<file path="src/shared/dmts_defs.svh">
`ifndef DMTS_DEFS_SVH
`define DMTS_DEFS_SVH
// Register word addresses
`define DMTS_ADDR_STATUS 8'h00
`define DMTS_ADDR_IRQ_STAT 8'h04
`define DMTS_ADDR_IRQ_MASK 8'h08
`define DMTS_ADDR_CTRL 8'h0C
// Status word field positions
`define DMTS_BIT_FIRST_ERR 7
`define DMTS_BIT_SECOND_ERR 6
`define DMTS_BIT_EVENT 5
`define DMTS_BIT_WINDOW 0
// Interrupt status/mask bit positions
`define DMTS_IRQ_FIRST 0
`define DMTS_IRQ_SECOND 1
`define DMTS_IRQ_EVENT 2
`define DMTS_IRQ_WINDOW 3
`define DMTS_IRQ_W 4
// Reset values
`define DMTS_FLAGS_RST 4'h0
`define DMTS_MASK_RST 4'h0
// Default key values
`define DMTS_KEY1_DEF 8'h40
`define DMTS_KEY2_DEF 8'h08
`endif

</file>
<file path="src/shared/dmts_pkg.sv">
package dmts_pkg;
  // Progress through the two key steps
  typedef enum logic [1:0] {
    DMTS_IDLE = 2'b00,
    DMTS_GOT1 = 2'b01
  } dmts_key_st_t;
endpackage

</file>
<file path="src/hw/dmts_flag_cell.sv">
`timescale 1ns/1ps
`default_nettype none
// One sticky flag: set wins over clear
module dmts_flag_cell (
  // Clock and reset
  input wire logic clk_sys,
  input wire logic reset_n,
  input wire logic clk_en,
  // Control
  input wire logic set_in,
  input wire logic clr_in,
  // State
  output logic flag_out
);
  // Flag register
  always_ff @(posedge clk_sys) begin
    if (!reset_n) begin
      flag_out <= 1'b0;
    end else if (clk_en) begin
      if (set_in) begin
        // Set has priority
        flag_out <= 1'b1;
      end else if (clr_in) begin
        flag_out <= 1'b0;
      end
    end
  end
endmodule
`default_nettype wire

</file>
<file path="src/hw/dmts_status.sv">
// Strobed register access and the register offsets are this design's own decisions.
`timescale 1ns/1ps
`default_nettype none
`include "dmts_defs.svh"
module dmts_status
  import dmts_pkg::*;
#(
  parameter int ADDR_W = 8,
  parameter int KEY_W = 8
) (
  // Clock, reset, enable
  input wire logic clk_sys,
  input wire logic reset_n,
  input wire logic clk_en,
  // Register port
  input wire logic [ADDR_W-1:0] reg_addr,
  input wire logic [31:0] reg_wdata,
  input wire logic reg_wr,
  input wire logic reg_rd,
  output logic [31:0] reg_rdata,
  // Key step writes from the unit
  input wire logic key1_wr,
  input wire logic [KEY_W-1:0] key1_data,
  input wire logic key2_wr,
  input wire logic [KEY_W-1:0] key2_data,
  // Timer state from the counter
  input wire logic count_expired,
  input wire logic count_inc,
  input wire logic window_open_in,
  input wire logic flags_clear,
  // Interrupt
  output logic irq
);
  // Flag state seen in the status word
  // Set by a wrong first key step
  logic first_key_error_flag;
  // Set by a wrong second key step
  logic second_key_error_flag;
  // Set by expiry or any wrong key step
  logic timer_event_flag;
  // Clear window, one cycle behind the counter
  logic clear_window_open_flag;
  // Key sequence state
  dmts_key_st_t key_st_reg;
  dmts_key_st_t key_st_next;
  // Software key values
  logic [KEY_W-1:0] key1_val_reg; // Expected first step
  logic [KEY_W-1:0] key2_val_reg; // Expected second step
  // Interrupt status and mask
  logic [`DMTS_IRQ_W-1:0] irq_stat_reg; // Sticky, write one to clear
  logic [`DMTS_IRQ_W-1:0] irq_mask_reg; // One enables a status bit
  // Wrong first key step this cycle
  logic key1_wrong;
  // Wrong second key step this cycle
  logic key2_wrong;
  // Any cause of a timer event this cycle
  logic event_hit;
  // Clear window seen opening this cycle
  logic window_rise;
  // Interrupt events of this cycle
  logic [`DMTS_IRQ_W-1:0] ev;

  // Address match helper
  // True when the port address selects the given register
  function automatic logic hit(input logic [ADDR_W-1:0] a, input logic [7:0] r);
    hit = (a == ADDR_W'(r));
  endfunction

  // first key compare against the stored value
  assign key1_wrong = key1_wr && (key1_data != key1_val_reg);
  // second key compare; out of order counts as wrong
  // since the first step was never accepted
  assign key2_wrong = key2_wr && ((key2_data != key2_val_reg) || (key_st_reg != DMTS_GOT1));
  // expiry or a wrong step of either key
  assign event_hit = count_expired || key1_wrong || key2_wrong;

  // Key sequence next state
  always_comb begin
    key_st_next = key_st_reg;
    unique case (key_st_reg)
      DMTS_IDLE: begin
        // Good first step opens the sequence
        if (key1_wr && !key1_wrong) begin
          key_st_next = DMTS_GOT1;
        end
      end
      DMTS_GOT1: begin
        // Any second step or a wrong first step ends it
        if (key2_wr || key1_wrong) begin
          key_st_next = DMTS_IDLE;
        end
      end
      // Illegal codes fall back to idle
      default: key_st_next = DMTS_IDLE;
    endcase
  end

  // Key sequence register
  always_ff @(posedge clk_sys) begin
    if (!reset_n) begin
      // Sequence starts idle
      key_st_reg <= DMTS_IDLE;
    end else if (clk_en) begin
      // Counter increment or hardware clear restarts the sequence
      key_st_reg <= (count_inc || flags_clear) ? DMTS_IDLE : key_st_next;
    end
  end

  // Key value control register
  always_ff @(posedge clk_sys) begin
    if (!reset_n) begin
      key1_val_reg <= KEY_W'(`DMTS_KEY1_DEF);
      key2_val_reg <= KEY_W'(`DMTS_KEY2_DEF);
    end else if (clk_en && reg_wr && hit(reg_addr, `DMTS_ADDR_CTRL)) begin
      // Both key values come from one control word
      key1_val_reg <= reg_wdata[KEY_W-1:0];
      key2_val_reg <= reg_wdata[KEY_W+7:8];
    end
  end

  // Hardware clear drops all three sticky flags; a new event wins
  // first key error flag
  dmts_flag_cell u_first (
    .clk_sys(clk_sys),
    .reset_n(reset_n),
    .clk_en(clk_en),
    .set_in(key1_wrong),
    .clr_in(flags_clear),
    .flag_out(first_key_error_flag)
  );
  dmts_flag_cell u_second (
    .clk_sys(clk_sys),
    .reset_n(reset_n),
    .clk_en(clk_en),
    .set_in(key2_wrong),
    .clr_in(flags_clear),
    .flag_out(second_key_error_flag)
  );
  dmts_flag_cell u_event (
    .clk_sys(clk_sys),
    .reset_n(reset_n),
    .clk_en(clk_en),
    .set_in(event_hit),
    .clr_in(flags_clear),
    .flag_out(timer_event_flag)
  );

  always_ff @(posedge clk_sys) begin
    if (!reset_n) begin
      clear_window_open_flag <= 1'b0;
    end else if (clk_en) begin
      // Flag follows the counter's window level
      clear_window_open_flag <= window_open_in;
    end
  end

  // Open edge of the clear window, for the interrupt
  assign window_rise = window_open_in && !clear_window_open_flag;
  // Interrupt event vector
  always_comb begin
    // One bit per interrupt source
    ev = '0;
    ev[`DMTS_IRQ_FIRST] = key1_wrong;
    ev[`DMTS_IRQ_SECOND] = key2_wrong;
    ev[`DMTS_IRQ_EVENT] = event_hit;
    ev[`DMTS_IRQ_WINDOW] = window_rise;
  end

  // Sticky interrupt status, write one to clear, set wins
  always_ff @(posedge clk_sys) begin
    if (!reset_n) begin
      irq_stat_reg <= `DMTS_FLAGS_RST;
    end else if (clk_en) begin
      if (reg_wr && hit(reg_addr, `DMTS_ADDR_IRQ_STAT)) begin
        // Write one clears, a new event still sets
        irq_stat_reg <= (irq_stat_reg & ~reg_wdata[`DMTS_IRQ_W-1:0]) | ev;
      end else begin
        // No write, events accumulate
        irq_stat_reg <= irq_stat_reg | ev;
      end
    end
  end

  // Interrupt mask
  always_ff @(posedge clk_sys) begin
    if (!reset_n) begin
      irq_mask_reg <= `DMTS_MASK_RST;
    end else if (clk_en && reg_wr && hit(reg_addr, `DMTS_ADDR_IRQ_MASK)) begin
      // Mask bits follow the written word
      irq_mask_reg <= reg_wdata[`DMTS_IRQ_W-1:0];
    end
  end

  // Interrupt output register
  always_ff @(posedge clk_sys) begin
    if (!reset_n) begin
      irq <= 1'b0;
    end else if (clk_en) begin
      // One cycle behind the status and mask
      irq <= |(irq_stat_reg & irq_mask_reg);
    end
  end

  // read data, unused bits zero; status word writes ignored
  always_ff @(posedge clk_sys) begin
    if (!reset_n) begin
      // Nothing stands on the read port in reset
      reg_rdata <= 32'h00000000;
    end else if (clk_en) begin
      // Read data stand one cycle, else zero
      reg_rdata <= 32'h00000000;
      if (reg_rd) begin
        if (hit(reg_addr, `DMTS_ADDR_STATUS)) begin
          // Status word, unused bits stay zero
          reg_rdata[`DMTS_BIT_FIRST_ERR] <= first_key_error_flag;
          reg_rdata[`DMTS_BIT_SECOND_ERR] <= second_key_error_flag;
          reg_rdata[`DMTS_BIT_EVENT] <= timer_event_flag;
          reg_rdata[`DMTS_BIT_WINDOW] <= clear_window_open_flag;
        end else if (hit(reg_addr, `DMTS_ADDR_IRQ_STAT)) begin
          // Interrupt status
          reg_rdata[`DMTS_IRQ_W-1:0] <= irq_stat_reg;
        end else if (hit(reg_addr, `DMTS_ADDR_IRQ_MASK)) begin
          // Interrupt mask
          reg_rdata[`DMTS_IRQ_W-1:0] <= irq_mask_reg;
        end else if (hit(reg_addr, `DMTS_ADDR_CTRL)) begin
          // Key values, first step in the low byte
          reg_rdata[KEY_W-1:0] <= key1_val_reg;
          reg_rdata[KEY_W+7:8] <= key2_val_reg;
        end
      end
    end
  end
endmodule
`default_nettype wire

</file>
<file path="config.mk">
export PLATFORM = sky130hd
export DESIGN_NAME = dmts_status
export DESIGN_NICKNAME = d
export VERILOG_FILES = /design/src/shared/dmts_pkg.sv /design/src/hw/dmts_flag_cell.sv /design/src/hw/dmts_status.sv
export VERILOG_INCLUDE_DIRS = /design/src /design/src/shared
export SDC_FILE = /design/constraint.sdc
export NUM_CORES = 1
export LEC_CHECK = 0
export BUFFER_PORTS_ARGS = -buffer_cell sky130_fd_sc_hd__buf_2
export CAP_MARGIN = 20
export CORE_ASPECT_RATIO = 2
export CORE_MARGIN = 10
export CORE_UTILIZATION = 53
export CTS_BUF_LIST = sky130_fd_sc_hd__clkbuf_4 sky130_fd_sc_hd__clkbuf_8
export DETAILED_ROUTE_END_ITERATION = 7
export HOLD_SLACK_MARGIN = 0.12
export PLACE_DENSITY = 0.88
export SKIP_LAST_GASP = 1
export SYNTH_ARGS = -nofsm -noshare
export SYNTH_HDL_FRONTEND = slang
export SYNTH_SLANG_ARGS = --single-unit
</file>
<file path="constraint.sdc">
create_clock -name clk_sys -period 2.2 [get_ports clk_sys]
set_input_delay 0.44 -clock clk_sys [delete_from_list [all_inputs] [get_ports clk_sys]]
set_output_delay 0.44 -clock clk_sys [all_outputs]
set_load 0.02 [all_outputs]
</file>
==> key figures <==
Finish
  – ANT cells: 0
  – Fill cell count: about 390
  – Non-filler instance count after layout: around 360
  – Area delta synth->final: 17.0%
  – Max reg flops: 16
  – Nets: between 300 and 400
  – Fraction of layout cells with a size suffix above 1: a little over a quarter

Clock tree
  – H-tree depth: 2
  – # clock sinks: 46
  – CTS Root Cell: clkbuf_8
  – Clock tree from TritonCTS: done
  – Reg clk slew, reported paths: around 90 ps
  – CTS buffer count: 5
  – Post-CTS sizing: 0
  – Post-CTS setup buffer count: 0
  – CTS Hold Buffers Added: 0
  – Worst-case clock buffer depth: 2
  – Latest clock arrival within the worst-skew pair: approximately 300 ps

Floorplanning
  – IO Pins: 100
  – Core Area: 4300 µm²
  – Row count: 34
  – Die Ht: roughly 110 µm
  – DIE WIDTH: between 60 and 70 µm
  – Die Area: approximately 7600 µm²
  – Starting density of the core: 53.8%

Timing
  – Crit path time final: about 1700 ps
  – Finish-stage setup viols: 0
  – Setup TNS: 0 ps
  – Final hold vios: 0
  – Tcrit/Tclk final: 76.8%
  – RSZ-0062 raised after global routing: no
  – Hold slack: around 350 ps
  – Worst Clk Skew: between 6 and 7 ps
  – Pins over their slew limit: 0
  – Maximum clock rate: a little under 0.6 GHz

Placement
  – Buffers on Ports: 67
  – Cells after DPL: about 360
  – Post-DP HPWL: 4670 µm
  – Routability congestion estimate: 0.902

Pwr
  – Peak VDD IR: between 0.0005 and 0.0006 V
  – Pwr per Cell Area: 574 nW/µm²
  – Leak: between 1 and 1.5 nW

Drt
  – Vias post-DR: about 1900
  – Final wirelength: around 5800 µm
  – Drt pass-1 iters: 4
  – 1st-iter DRT viols: 63
  – Vias/cell: a little over 5
  – DRT antenna net count: 0
  – Residual DRC: 0
  – Routed wire per std cell: roughly 16 µm

Setup path
  – Crit-path max FO: 3
  – Setup CP Type: flip-flop to flip-flop
  – Worst setup SP type: flip-flop
  – Worst path arrival time: ~1900 ps
  – Critical Path RT: about 2400 ps
  – Worst setup EP type: flip-flop

Global route
  – Largest net degree at the start of global routing: 31
  – Initial antenna violation count: 0
  – GRT overflow: 0
  – Vias in the first global route: around 2000
  – Overall routing resource usage: between 15 and 20%
  – First-pass GRT wire length: a little over 9000 µm

Synthesis
  – Synth area leader: dfxtp_1
  – Mean Syn Cell Area: 9.44 µm²
  – Unique masters post-synth: 40
  – YS warnings: 0
  – Top cells by area, synth: dfxtp_1, nor2b_1, mux2i_1, buf_4, xnor2_1
  – Share of the synthesized area in the top cell type: between 30% and 40%
  – Synthesized flop and latch total: 46
  – Mapped Area: around 2300 µm²
  – Sequential area share after synthesis: around 40%
  – Post-synthesis cell count: roughly 250

Outcome
  – Status: finished clean

Job
  – Max Cap Viol: 0

Hold path
  – Hold WC Path Type: input port to flip-flop
## area by class of cell
| type | count | area (µm²) | area share, % |
|---|---|---|---|
| well taps | 54 | 67.6 | 2.50 |
| inverters | 5 | 18.8 | 0.694 |
| clock inverters | 2 | 13.8 | 0.509 |
| flip-flops and latches | 46 | 921 | 34.0 |
| clock buffers | 6 | 76.3 | 2.82 |
| repair buffers | 69 | 350 | 13.0 |
| multi-input cells | 182 | 1260 | 46.5 |
## critical path, stage by stage (launching register included)
cell	delay (ps)
dfxtp_1	330
xor2_1	180
nor4_1	300
a41oi_1	240
a211o_1	350
o21a_1	180
## worst paths after layout
kind	startpoint	end	slack [ps]	depth (start not counted)
setup reg to reg	key2_val_reg[7]	irq_stat_reg[2]	510	5
hold reg to reg	u_first.flag_out	u_first.flag_out	520	2
setup / recovery	key2_val_reg[7]	irq_stat_reg[2]	510	5
hold / removal	reg_wdata[6]	key1_val_reg[6]	350	3
## per-layer routing
layer	part of all wire, %	up-vias	track usage, %
met3	7.8	16	4.32
li1	-	926	-
met1	31	869	14.2
met5	0	-	0
met2	56	64	27.6
met4	4.5	0	10.1
## power breakdown
part	internal, mW	switching (mW)	total (mW)
combinational	0.0762	0.100	0.177
sequential	0.843	0.00743	0.851
clock	0.237	0.288	0.525
## Yosys cell counts
cell and count:
a211o_1 1, a21boi_0 4, a21oi_1 15, a22oi_1 5, a31oi_1 1, a41oi_1 1
and2_1 6, and2_4 1, and3_1 1, and3b_1 1, buf_1 1, buf_2 2
buf_4 16, buf_6 1, clkbuf_1 7, conb_1 1, dfxtp_1 46, inv_1 5
mux2i_1 21, mux4_2 1, nand2_1 10, nand2b_1 3, nand3_4 1, nand4_1 3
nand4_2 1, nor2_1 3, nor2_4 1, nor2b_1 44, nor3_1 3, nor3b_1 1
nor4_1 1, nor4_4 1, o21a_1 8, o21ai_0 3, o21ba_2 1, o22ai_1 4
o311ai_0 3, o31ai_1 1, xnor2_1 9, xor2_1 7
## kinds of logic after synthesis
logic type,share of synthesized area (%)
AO/OA/AOI/OAI,13.4
multiplexers,10.1
AND/OR/NAND/NOR,22.2
flip-flops,39.8
other,0.162
buffers and inverters,8.23
XOR/XNOR,6.06
## cells in the final DEF (no fill, tap or decap), types with 2 or more instances in the layout
cell / count
buf_2: 67
dfxtp_1: 46
nor2b_1: 44
mux2i_1: 21
conb_1: 16
a21oi_1: 15
nand2_1: 10
xnor2_1: 9
o21a_1: 8
xor2_1: 7
and2_1: 6
a22oi_1: 5
inv_1: 5
clkbuf_8: 5
a21boi_0: 4
o22ai_1: 4
nor2_1: 3
nand4_1: 3
nor3_1: 3
o21ai_0: 3
nand2b_1: 3
o311ai_0: 3
buf_4: 2
## metrics by stage
stage	total power, mW	utilization (%)	setup WS [ps]	cell area (µm²)
final	1.55	63.0	511	2710
after detailed placement	1.05	60.9	234	2620
after global placement	1.04	60.9	237	2620
after CTS	1.56	63.0	506	2710
after floorplan	0.994	-	615	2370
after global routing	1.61	63.0	398	2710
(Power assumes the default switching activity.)
